## config.mk

```make
export PLATFORM = sky130hd
export DESIGN_NAME = load_store_byte_unit
export DESIGN_NICKNAME = d
export VERILOG_FILES = /design/src/lsb_unit_pkg.sv /design/src/load_store_byte_unit.sv
export SDC_FILE = /design/constraint.sdc
export NUM_CORES = 1
export LEC_CHECK = 0
export ABC_AREA = 0
export BUFFER_PORTS_ARGS = -buffer_cell sky130_fd_sc_hd__buf_4
export CAP_MARGIN = 20
export CORE_AREA = 4 4 213 215
export CTS_BUF_LIST = sky130_fd_sc_hd__clkbuf_16
export CTS_CLUSTER_DIAMETER = 40
export DETAILED_ROUTE_END_ITERATION = 8
export DIE_AREA = 0 0 217 219
export PLACE_DENSITY = 0.77
export SLEW_MARGIN = 20
export SYNTH_ARGS = -nofsm -noshare
export SYNTH_HDL_FRONTEND = slang
export SYNTH_SLANG_ARGS = --single-unit
```

## constraint.sdc

```tcl
create_clock -name SYS_CLK_I -period 12.4 [get_ports SYS_CLK_I]
set_input_delay 1.24 -clock SYS_CLK_I [delete_from_list [all_inputs] [get_ports SYS_CLK_I]]
set_output_delay 1.24 -clock SYS_CLK_I [all_outputs]
set_load 0.01 [all_outputs]
```

## src/lsb_unit_pkg.sv

```systemverilog
// Summary of operation
// RULE1: pointer ends at next instruction's first word
// RULE2: pointer references use the first word address
// RULE3: opcode high byte, coded fields low byte
// RULE4: equal register fields act on one register
// RULE5: index select zero means no indexing
// RULE6: short displaced address is R1 plus offset
// RULE7: short indexed address is chosen register's contents
// RULE8: deref flag makes computed address indirect
// RULE9: load_direct reads operand into target register
// RULE10: load_immediate copies second word, skips it
// RULE11: load_short_displaced reads R1 plus offset
// RULE12: load_short_indexed reads word at register address
// RULE13: store_direct writes target register to operand
// RULE14: store_immediate writes word after first word
// RULE15: store_short_displaced writes R1 plus offset
// RULE16: store_short_indexed writes at register address
// RULE17: byte load fills low byte, zeroes high
// RULE18: even register base, odd register signed displacement
// RULE19: word address is base plus displacement shifted
// RULE20: displacement low bit picks memory half
// RULE21: only destination or addressed word changes
package lsb_unit_pkg;

   // ======================================================
   // register map
   localparam logic [7:0] OFS_CTRL = 8'h00;
   localparam logic [7:0] OFS_STATUS = 8'h04;
   localparam logic [7:0] OFS_PTR = 8'h08;
   localparam logic [7:0] OFS_INSN = 8'h0C;
   localparam logic [1:0] OFS_GREG_PAGE = 2'h1;
   localparam int CTRL_RUN_BIT = 0;
   localparam int CTRL_STEP_BIT = 1;
   localparam int STAT_BUSY_BIT = 0;
   localparam int STAT_UNDEF_BIT = 1;
   localparam logic [15:0] PTR_RESET = 16'h0000;
   localparam logic [15:0] GREG_RESET = 16'h0000;

   // ======================================================
   // instruction fields
   localparam int OPC_LSB = 8;
   localparam int TGT_LSB = 4;
   localparam int DEREF_BIT = 3;
   localparam int HALF_PICK_BIT = 0;
   localparam logic [3:0] SHORT_BASE_REG = 4'h1;
   localparam logic [15:0] LEN_ONE = 16'h0001;
   localparam logic [15:0] LEN_TWO = 16'h0002;

   // ======================================================
   // operation codes
   localparam logic [7:0] OPC_LOAD_DIRECT = 8'hE5;
   localparam logic [7:0] OPC_STORE_DIRECT = 8'hE6;
   localparam logic [7:0] OPC_LOAD_IMMEDIATE = 8'hC5;
   localparam logic [7:0] OPC_STORE_IMMEDIATE = 8'hC6;
   localparam logic [7:0] OPC_LOAD_SHORT_DISPLACED = 8'h25;
   localparam logic [7:0] OPC_STORE_SHORT_DISPLACED = 8'h26;
   localparam logic [7:0] OPC_LOAD_SHORT_INDEXED = 8'h35;
   localparam logic [7:0] OPC_STORE_SHORT_INDEXED = 8'h36;
   localparam logic [7:0] OPC_LOAD_BYTE_PAIRED = 8'h39;

   typedef enum logic [5:0] {
      ST_IDLE = 6'h01,
      ST_FETCH = 6'h02,
      ST_DECODE = 6'h04,
      ST_WORD2 = 6'h08,
      ST_IND = 6'h10,
      ST_OPER = 6'h20
   } exec_state_t;

endpackage

```

## src/load_store_byte_unit.sv

```systemverilog
// Our own choices: the APB register port and the register addresses.
`timescale 1ns/100ps
module load_store_byte_unit (
   // clock and reset
   input wire logic SYS_CLK_I,
   input wire logic RESET_I,
   // apb slave
   input wire logic PSEL_I,
   input wire logic PENABLE_I,
   input wire logic PWRITE_I,
   input wire logic [7:0] PADDR_I,
   input wire logic [31:0] PWDATA_I,
   output logic [31:0] PRDATA_O,
   output logic PREADY_O,
   output logic PSLVERR_O,
   // core memory port
   output logic MEM_REQ_O,
   output logic MEM_WE_O,
   output logic [15:0] MEM_ADDR_O,
   output logic [15:0] MEM_WDATA_O,
   input wire logic [15:0] MEM_RDATA_I,
   input wire logic MEM_ACK_I
);
   import lsb_unit_pkg::*;

   // ======================================================
   // state
   exec_state_t state_q;
   logic [15:0] regs_q [16];
   logic [15:0] pc_q;
   logic [15:0] ir_q;
   logic [15:0] addr_q;
   logic [15:0] wdata_q;
   logic we_q;
   logic half_q;
   logic run_q;
   logic step_q;
   logic undef_q;
   logic [31:0] prdata_q;
   logic perr_q;

   // ======================================================
   // instruction decode
   logic [7:0] opc;
   logic [3:0] tgt;
   logic deref;
   logic [2:0] idx_sel;
   logic [3:0] ptr_sel;
   logic [15:0] idx_val;
   logic [15:0] pair_base;
   logic [15:0] pair_disp;
   logic [15:0] byte_addr;
   logic two_word;
   logic is_store;
   logic known_op;
   logic [15:0] ins_len;

   assign opc = ir_q[15:OPC_LSB]; // RULE3
   assign tgt = ir_q[OPC_LSB-1:TGT_LSB]; // RULE3
   assign deref = ir_q[DEREF_BIT];
   assign idx_sel = ir_q[DEREF_BIT-1:0];
   assign ptr_sel = ir_q[TGT_LSB-1:0];
   // zero select leaves the address alone
   assign idx_val = (idx_sel == 3'h0) ? 16'h0000
                    : regs_q[{1'b0, idx_sel}]; // RULE5
   // odd select values fold onto the even/odd pair
   assign pair_base = regs_q[{ptr_sel[3:1], 1'b0}]; // RULE18
   assign pair_disp = regs_q[{ptr_sel[3:1], 1'b1}]; // RULE18
   assign byte_addr = pair_base
                      + {pair_disp[15], pair_disp[15:1]}; // RULE19

   always_comb begin
      two_word = 1'b0;
      is_store = 1'b0;
      known_op = 1'b1;
      case (opc)
         OPC_LOAD_DIRECT, OPC_LOAD_IMMEDIATE: begin
            two_word = 1'b1;
         end
         OPC_STORE_DIRECT, OPC_STORE_IMMEDIATE: begin
            two_word = 1'b1;
            is_store = 1'b1;
         end
         OPC_STORE_SHORT_DISPLACED, OPC_STORE_SHORT_INDEXED: begin
            is_store = 1'b1;
         end
         OPC_LOAD_SHORT_DISPLACED, OPC_LOAD_SHORT_INDEXED,
         OPC_LOAD_BYTE_PAIRED: begin
            known_op = 1'b1;
         end
         default: begin
            known_op = 1'b0;
         end
      endcase
   end

   assign ins_len = two_word ? LEN_TWO : LEN_ONE; // RULE1

   // ======================================================
   // completion and register file write
   logic busy;
   logic leave_idle;
   logic fin;
   logic rf_we;
   logic [15:0] rf_wd;
   logic [7:0] picked_byte;

   assign busy = (state_q != ST_IDLE);
   assign leave_idle = (state_q == ST_IDLE) && (run_q || step_q);
   assign fin = ((state_q == ST_DECODE) && !known_op)
                || ((state_q == ST_WORD2) && MEM_ACK_I
                    && (opc == OPC_LOAD_IMMEDIATE))
                || ((state_q == ST_OPER) && MEM_ACK_I);
   assign picked_byte = half_q ? MEM_RDATA_I[7:0]
                        : MEM_RDATA_I[15:8]; // RULE20
   assign rf_we = ((state_q == ST_WORD2) && MEM_ACK_I
                   && (opc == OPC_LOAD_IMMEDIATE)) // RULE10
                  || ((state_q == ST_OPER) && MEM_ACK_I
                      && !is_store); // RULE21

   always_comb begin
      if (state_q == ST_WORD2) begin
         rf_wd = MEM_RDATA_I; // RULE10
      end else if (opc == OPC_LOAD_BYTE_PAIRED) begin
         rf_wd = {8'h00, picked_byte}; // RULE17
      end else begin
         rf_wd = MEM_RDATA_I; // RULE9
      end
   end

   // ======================================================
   // apb slave
   logic apb_setup;
   logic apb_access;
   logic apb_wr;
   logic sw_ok;
   logic greg_hit;
   logic [3:0] greg_idx;
   logic addr_hit;
   logic [31:0] rd_mux;

   assign apb_setup = PSEL_I && !PENABLE_I;
   assign apb_access = PSEL_I && PENABLE_I;
   assign apb_wr = apb_access && PWRITE_I && !perr_q;
   // APB writes to pointer and registers only land while nothing runs
   assign sw_ok = !busy && !run_q && !step_q;
   assign greg_hit = (PADDR_I[7:6] == OFS_GREG_PAGE)
                     && (PADDR_I[1:0] == 2'h0);
   assign greg_idx = PADDR_I[5:2];
   assign addr_hit = greg_hit || (PADDR_I == OFS_CTRL)
                     || (PADDR_I == OFS_STATUS)
                     || (PADDR_I == OFS_PTR)
                     || (PADDR_I == OFS_INSN);

   always_comb begin
      rd_mux = 32'h0000_0000;
      if (greg_hit) begin
         rd_mux = {16'h0000, regs_q[greg_idx]};
      end else begin
         case (PADDR_I)
            OFS_CTRL: begin
               rd_mux[CTRL_RUN_BIT] = run_q;
            end
            OFS_STATUS: begin
               rd_mux[STAT_BUSY_BIT] = busy;
               rd_mux[STAT_UNDEF_BIT] = undef_q;
            end
            OFS_PTR: begin
               rd_mux = {16'h0000, pc_q};
            end
            OFS_INSN: begin
               rd_mux = {16'h0000, ir_q};
            end
            default: begin
               rd_mux = 32'h0000_0000;
            end
         endcase
      end
   end

   // read data sampled in setup so it leaves a flip-flop
   always_ff @(posedge SYS_CLK_I or posedge RESET_I) begin
      if (RESET_I) begin
         prdata_q <= 32'h0000_0000;
         perr_q <= 1'b0;
      end else if (apb_setup) begin
         prdata_q <= rd_mux;
         perr_q <= !addr_hit;
      end
   end

   assign PRDATA_O = prdata_q;
   assign PREADY_O = apb_access;
   assign PSLVERR_O = apb_access && perr_q;

   // ======================================================
   // control and status
   logic ctrl_wr;
   logic undef_clr;

   assign ctrl_wr = apb_wr && (PADDR_I == OFS_CTRL);
   assign undef_clr = apb_wr && (PADDR_I == OFS_STATUS)
                      && PWDATA_I[STAT_UNDEF_BIT];

   always_ff @(posedge SYS_CLK_I or posedge RESET_I) begin
      if (RESET_I) begin
         run_q <= 1'b0;
         step_q <= 1'b0;
      end else begin
         if (ctrl_wr) begin
            run_q <= PWDATA_I[CTRL_RUN_BIT];
         end
         // a new step request beats the consume
         step_q <= (step_q && !leave_idle)
                   || (ctrl_wr && PWDATA_I[CTRL_STEP_BIT]);
      end
   end

   always_ff @(posedge SYS_CLK_I or posedge RESET_I) begin
      if (RESET_I) begin
         undef_q <= 1'b0;
      end else begin
         undef_q <= (undef_q && !undef_clr)
                    || ((state_q == ST_DECODE) && !known_op);
      end
   end

   // ======================================================
   // next fetch pointer
   always_ff @(posedge SYS_CLK_I or posedge RESET_I) begin
      if (RESET_I) begin
         pc_q <= PTR_RESET;
      end else if (fin) begin
         pc_q <= pc_q + ins_len; // RULE1
      end else if (apb_wr && sw_ok && (PADDR_I == OFS_PTR)) begin
         pc_q <= PWDATA_I[15:0];
      end
   end

   // ======================================================
   // general register file
   for (genvar g = 0; g < 16; g++) begin : g_greg
      always_ff @(posedge SYS_CLK_I or posedge RESET_I) begin
         if (RESET_I) begin
            regs_q[g] <= GREG_RESET;
         end else if (rf_we && (tgt == 4'(g))) begin
            regs_q[g] <= rf_wd; // RULE4
         end else if (apb_wr && sw_ok && greg_hit
                      && (greg_idx == 4'(g))) begin
            regs_q[g] <= PWDATA_I[15:0];
         end
      end
   end

   // ======================================================
   // execution sequencer
   always_ff @(posedge SYS_CLK_I or posedge RESET_I) begin
      if (RESET_I) begin
         state_q <= ST_IDLE;
         ir_q <= 16'h0000;
         addr_q <= 16'h0000;
         we_q <= 1'b0;
         half_q <= 1'b0;
      end else begin
         case (state_q)
            ST_IDLE: begin
               we_q <= 1'b0;
               if (run_q || step_q) begin
                  addr_q <= pc_q;
                  state_q <= ST_FETCH;
               end
            end
            ST_FETCH: begin
               if (MEM_ACK_I) begin
                  ir_q <= MEM_RDATA_I;
                  state_q <= ST_DECODE;
               end
            end
            ST_DECODE: begin
               we_q <= is_store;
               case (opc)
                  OPC_LOAD_DIRECT, OPC_STORE_DIRECT,
                  OPC_LOAD_IMMEDIATE, OPC_STORE_IMMEDIATE: begin
                     we_q <= 1'b0;
                     addr_q <= pc_q + LEN_ONE; // RULE2
                     state_q <= ST_WORD2;
                  end
                  OPC_LOAD_SHORT_DISPLACED,
                  OPC_STORE_SHORT_DISPLACED: begin // RULE11 RULE15
                     addr_q <= regs_q[SHORT_BASE_REG]
                               + {12'h000, ptr_sel}; // RULE6
                     state_q <= ST_OPER;
                  end
                  OPC_LOAD_SHORT_INDEXED,
                  OPC_STORE_SHORT_INDEXED: begin // RULE12 RULE16
                     addr_q <= regs_q[ptr_sel]; // RULE7
                     state_q <= ST_OPER;
                  end
                  OPC_LOAD_BYTE_PAIRED: begin
                     addr_q <= byte_addr; // RULE19
                     half_q <= pair_disp[HALF_PICK_BIT]; // RULE20
                     state_q <= ST_OPER;
                  end
                  default: begin
                     // unknown codes retire as one-word no-ops
                     we_q <= 1'b0;
                     state_q <= ST_IDLE;
                  end
               endcase
            end
            ST_WORD2: begin
               if (MEM_ACK_I) begin
                  if (opc == OPC_LOAD_IMMEDIATE) begin
                     state_q <= ST_IDLE; // RULE10
                  end else if (opc == OPC_STORE_IMMEDIATE) begin
                     we_q <= 1'b1; // RULE14
                     state_q <= ST_OPER;
                  end else begin
                     // index first, then one level of indirection
                     addr_q <= MEM_RDATA_I + idx_val; // RULE5
                     we_q <= is_store && !deref;
                     state_q <= deref ? ST_IND : ST_OPER; // RULE8
                  end
               end
            end
            ST_IND: begin
               if (MEM_ACK_I) begin
                  addr_q <= MEM_RDATA_I; // RULE8
                  we_q <= is_store;
                  state_q <= ST_OPER;
               end
            end
            ST_OPER: begin
               if (MEM_ACK_I) begin
                  we_q <= 1'b0;
                  state_q <= ST_IDLE;
               end
            end
            default: begin
               we_q <= 1'b0;
               state_q <= ST_IDLE;
            end
         endcase
      end
   end

   // store data is captured once; registers take no APB writes while busy
   always_ff @(posedge SYS_CLK_I or posedge RESET_I) begin
      if (RESET_I) begin
         wdata_q <= 16'h0000;
      end else if (state_q == ST_DECODE) begin
         wdata_q <= regs_q[tgt]; // RULE13
      end
   end

   assign MEM_REQ_O = busy && (state_q != ST_DECODE);
   assign MEM_WE_O = we_q;
   assign MEM_ADDR_O = addr_q;
   assign MEM_WDATA_O = wdata_q;
endmodule

```

Word level (Yosys, flattened, before mapping). Index checks and enable logic that the tools add are counted.

Bits in latches: 0. Bits in registers: 364. Memories kept: 0. Memory bits (writable): 0. ROM bits: 0.

Reductions and logical operators: 112. Shift-type cells: 0. Magnitude comparators: 6. Divide/modulo/power cells: 0. Bitwise operators: 7. Add/subtract/negate cells: 5. Multiplexer cells: 88. Eq/ne operators: 59. Multipliers: 0.

Operators by type and width (number): 16-bit two-way mux (55); 16-bit binary-select mux with 4-bit select (6); 16-bit one-hot mux with 4 select lines (2); 4-bit == test, second input constant (16); 1-bit logical AND (57); 6-bit two-way mux (8); 8-bit by 6-bit == test with 1-bit output, second input constant (5); 6-bit one-hot mux with 6 select lines (1); 2-bit nonzero test (17); 16-bit adder (2); 4-bit by 3-bit == test with 1-bit output, second input constant (8); 8-bit == test, second input constant (4); 5-bit greater-or-equal comparator, second input constant (6); 14-bit one-hot mux with 2 select lines (1); 4-bit inverter with 5-bit output (5); 16-bit by 1-bit adder with 16-bit output, second input constant (1); 16-bit by 2-bit adder with 16-bit output (1); 16-bit by 4-bit adder with 16-bit output (1); 4-bit by 2-bit == test with 1-bit output, second input constant (4); 8-bit by 4-bit == test with 1-bit output, second input constant (2); 2-bit inequality test, second input constant (6); 6-bit one-hot mux with 2 select lines (1); 1-bit zero test (11); 1-bit logical OR (10); other kinds (33) (47).

Logic depth before layout (Yosys ltp).
Word-level depth: 10. Depth in mapped cells: 20. Mapped depth without buffers: 13.

Least setup slack after synthesis. Ideal clock, no wire load.

Path type: reg2reg. Start point: reg ir_q[1]. End point: reg addr_q[14] (netlist: MEM_ADDR_O[14]). Cell stages (with the launch flop): 20. Arrival time: 4931 ps. Setup time: 124 ps. Buffers on the path: 6. Setup slack: 7345 ps. Data required time: 12276 ps. Cell sequence: dfrtp_1 buf_2 buf_2 buf_2 buf_2 buf_2 buf_2 mux4_2 nand2_1 nand2_1 ha_1 fa_1 a211oi_1 o21bai_1 a31o_2 a41o_1 o41a_1 a31oi_1 xnor2_1 a211o_1.

Word-level cells in the longest chain between the ends: 10. Elaborated cells on any way between the ends: 26. Those cells by class: 3 x add/sub; 18 x mux; 4 x bitwise; 1 x reduce/logical.

Ends and longest elaborated chain: from (decl) (line load_store_byte_unit.sv:31) `logic [15:0] ir_q;`; from (signal assigned) (line load_store_byte_unit.sv:260) `ir_q <= 16'h0000;`; from (signal assigned) (line load_store_byte_unit.sv:275) `ir_q <= MEM_RDATA_I;`; 3-bit inverter with 5-bit output (not written as such) (line load_store_byte_unit.sv:65) `: regs_q[{1'b0, idx_sel}];`; 16-bit binary-select mux with 4-bit select (line load_store_byte_unit.sv:65); 16-bit two-way mux (not written as such) (2 in series) (line load_store_byte_unit.sv:65); 16-bit two-way mux (line load_store_byte_unit.sv:64) `assign idx_val = (idx_sel == 3'h0) ? 16'h0000`; 16-bit adder (line load_store_byte_unit.sv:320) `addr_q <= MEM_RDATA_I + idx_val;`; 16-bit two-way mux (line load_store_byte_unit.sv:315) `end else if (opc == OPC_STORE_IMMEDIATE) begin`; 16-bit two-way mux (line load_store_byte_unit.sv:313) `if (opc == OPC_LOAD_IMMEDIATE) begin`; 16-bit two-way mux (line load_store_byte_unit.sv:312) `if (MEM_ACK_I) begin`; 16-bit one-hot mux with 4 select lines * (line load_store_byte_unit.sv:265) `case (state_q)`; to (signal assigned) (line load_store_byte_unit.sv:269) `addr_q <= pc_q;`; to (signal assigned) (line load_store_byte_unit.sv:285) `addr_q <= pc_q + LEN_ONE;`; to (signal assigned) (line load_store_byte_unit.sv:320); to (decl) (line load_store_byte_unit.sv:32) `logic [15:0] addr_q;`.

Mark *: on every way between the ends. The rest lies on a longest branch, timed or not. The select of a mux whose other input is x is not followed. A chain may end at the register's enable or synchronous reset.

Worst setup path in the final report.
Start point: reg ir_q[3]. End point: reg addr_q[14] (netlist: MEM_ADDR_O[14]).

Word-level cells in the longest chain between the ends: 7. Elaborated cells on any way between the ends: 16. Those cells by class: 2 x add/sub; 11 x mux; 3 x bitwise.

Ends and longest elaborated chain: 4-bit inverter with 5-bit output, on equally long branches (line load_store_byte_unit.sv:67, load_store_byte_unit.sv:68); 16-bit binary-select mux with 4-bit select, on equally long branches (line load_store_byte_unit.sv:67, load_store_byte_unit.sv:68); 16-bit two-way mux, on equally long branches (2 in series) (line load_store_byte_unit.sv:67, load_store_byte_unit.sv:68); 16-bit adder (line load_store_byte_unit.sv:70) `+ {pair_disp[15], pair_disp[15:1]};`; 16-bit one-hot mux with 4 select lines * (line load_store_byte_unit.sv:281) `case (opc)`; 16-bit one-hot mux with 4 select lines * (line load_store_byte_unit.sv:265); to (signal assigned) (line load_store_byte_unit.sv:269); to (signal assigned) (line load_store_byte_unit.sv:285); to (signal assigned) (line load_store_byte_unit.sv:290) `addr_q <= regs_q[SHORT_BASE_REG]`.

Marks and branches as above.

==> summary.txt <==
Clock tree
  – Root Buffer: clkbuf_16
  – Skew-Pair Late Insertion Delay: 0.61 ns
  – CTS H-Tree Depth: 3
  – Post-CTS sizing: 0
  – CTS Sinks: 348
  – # Post-CTS Setup Buffers: 0
  – Hold-fix buffers, CTS: 0
  – CTS tree: yes
  – Number of buffers created by CTS: 66
  – Clock slew at reported path FFs: 0.05 ns
  – Worst-case clock buffer depth: 3

Finish
  – P&R area growth vs syn: 12.6%
  – Most common cell after layout, fill and taps aside: nand2_1
  – Layout cells sized above 1: 24.5%
  – Nets: 2,541
  – Most frequent cells in the layout: nand2_1, dfrtp_1, mux4_2

Synth
  – Top post-synthesis cells by area: dfrtp_1, mux4_2, a221o_1
  – Post-Syn Instances: 2,445
  – Synth top area share: 33.7%
  – Synthesis-stage register bit count: 348
  – Register area share after synthesis: 33.8%
  – Synth area leader: dfrtp_1
  – Most used DFF post-synth: dfrtp_1
  – Post-synth ARST share: 100%
  – Yosys warns: 0
  – EDFF count, synth: 0
  – Unique masters post-synth: 82
  – Mapped Avg Cell Area: 10.5 sq um
  – Post-Syn Area: 25,700 sq um

Timing
  – Fin Setup TNS: 0 ns
  – Unrepaired setup endpoints after global routing: false
  – Layout Skew: 0.0386 ns
  – Final worst path period share: 44.9%
  – Relative slew margins: 16.8%
  – Pins over their slew limit: 0
  – Hold Violations, Final: 0
  – Final-report setup violation count: 0
  – Worst-margin pin slew: 1.25 ns
  – Post-layout minimum cycle time: 5.56 ns
  – Fmax: 180 MHz

Critical path
  – Critical path peak fanout: 41
  – Crit path launch type: flop
  – CP max stage delay: 0.64 ns
  – Crit path DAT: 6.03 ns
  – Worst R2R Path Depth: 15
  – Required @ worst endpoint: 12.86 ns
  – Worst path cell trace: buf_4, buf_4, mux4_2, nand2_1, nand2_1, ha_1, fa_1, a211oi_1, o21bai_1, a31o_2, a41o_1, o41a_1, a31oi_1, xnor2_1, a211o_1
  – Launching point of the worst reg2reg path: ir_q[3]
  – Kind of critical path: flop to flop
  – Reg-to-Reg End: MEM_ADDR_O[14]
  – Critical path capture point type: flop
  – FF-to-FF setup slack: 6.84 ns
  – Critical-path top delay cell: buf_4

Drt
  – DRC Markers: 0
  – Antenna Violating Nets Remaining: 0
  – Post-DR wirelength/cell: 34.4 microns
  – Iter 0 DRT Violations: 4,561
  – Routed met2 length: 45.3 mm
  – DR vias/cell: 7.93
  – Met3 routed WL: 16.5 mm
  – Via count: 24,400
  – Detailed Routing Iterations Pass 1: 7
  – Uppermost layer routed: met5
  – Wl on met1: 34.1 mm
  – Final WL: 106 mm

Place
  – Gpl congestion: 0.997
  – IO buf count: 97
  – HPWL Detailed: 71.4 mm

Floorplanning
  – Io pins: 130
  – Total die area: 47,500 sq um
  – Core area: 43,700 sq um
  – Starting Density: 58.8%
  – Die Y-Extent: 219 microns
  – # rows: 77
  – Die extent in x: 217 microns

Worst hold path
  – Hold Crit Start: MEM_WDATA_O[10]
  – Hold Path Depth: 2
  – Worst Hold End: MEM_WDATA_O[10]
  – HP Class: flop to flop

Pwr
  – Worst VDD drop: 0.115 mV
  – Overall power: 3290 uW
  – Pwr dens: 114 nW/um^2
  – Pleak: 0.0121 uW

Global routing
  – All-Layer GR Usage: 44.3%
  – First-pass GRT wire length: 155 mm
  – Initial antenna violation count: 3
  – Vias in the first global route: 23,600
  – Pin count of the biggest net entering global routing: 124
  – Total gr overflow: 0

Run
  – MaxCap Viol Count: 0

Status
  – Status: complete, no violations
## worst max-delay path: cells and delay by family, from the launching register on
family | cells | cell delay (ns)
AO/OA/AOI/OAI | 7 | 1.85
XOR/XNOR | 1 | 0.09
adder cells (fa/ha/maj) | 2 | 0.79
buffers and inverters | 2 | 1.27
flip-flops | 1 | 0.55
multiplexers | 1 | 0.57
AND/OR/NAND/NOR | 2 | 0.25
## synth_stat cells, drive strengths merged, types with 22 or more instances
master  number
a31oi       24
a21oi       61
mux4       284
buf        100
nor2       269
ha          37
mux2i       23
o21ai       55
a222oi      22
xnor2       28
nor3        25
clkbuf     153
nand2      445
o211ai      78
dfrtp      347
a221o      198
## cell type report
cell class / instances / area, sq um
multi-input combinational: 1838 / 16000
clock buffer: 69 / 1730
tap: 592 / 741
fill: 3324 / 14800
antenna: 2 / 5.00
clock inverter: 47 / 437
sequential: 348 / 8730
inverter: 21 / 86.3
timing repair buffer: 163 / 1230
## per-stage QoR
stage | util, % | hold slack (ns) | instance area (sq um) | setup slack (ns) | cells
after floorplan | - | 0.455 | 25800 | 1.51 | 2460
after global placement | 61.2 | 0.461 | 26800 | 7.02 | 2962
after detailed placement | 61.2 | 0.466 | 26800 | 6.93 | 2962
after CTS | 66.2 | 0.477 | 28900 | 6.92 | 3078
after global routing | 66.2 | 0.486 | 29000 | 6.63 | 3079
final | 66.2 | 0.475 | 29000 | 6.84 | 3080
## how the worst max path moves through the flow
stage,to,start,slack (ns),cells past startpoint
after CTS,MEM_ADDR_O[14],ir_q[3],6.92,15
final,MEM_ADDR_O[14],ir_q[3],6.84,15
after detailed placement,MEM_ADDR_O[14],ir_q[3],6.93,15
after global placement,MEM_ADDR_O[14],ir_q[3],7.02,15
after floorplan,MEM_ADDR_O[0],RESET_I,1.51,1
after global routing,MEM_ADDR_O[14],ir_q[3],6.63,15
## flip-flops by register name, summed over array words and instances (netlist names)
signal       count
MEM_ADDR_O      16
MEM_WDATA_O     16
MEM_WE_O         1
PRDATA_O        16
half_q           1
ir_q            16
pc_q            16
perr_q           1
regs_q         256
run_q            1
state_q          6
step_q           1
undef_q          1
## layer usage
metal | vias to the layer above | GRT usage (%)
met3 | 692 | 18.2
met4 | 2 | 32.2
met2 | 2465 | 64.5
li1 | 9480 | -
met5 | - | 1.35
met1 | 11800 | 53.2
## cell families (layout without fill, tap and decap cells)
group,Yosys count,in the layout,synth area share (%)
simple gates,864,864,14.4
buf+inv,274,300,4.45
fa+ha+maj,41,41,2.11
xor+xnor,48,48,1.63
compound gates,549,549,17.2
mux,320,320,26.3
other cells,1,18,0.0146
flops,348,348,33.8
## power breakdown
group / switching [uW] / total, uW / leakage, uW / internal (uW)
logic: 192 / 302 / 0.00622 / 110
clock network: 641 / 1790 / 0.00107 / 1150
registers: 40.3 / 1200 / 0.00481 / 1160
Power figures use the tool's default switching activity.
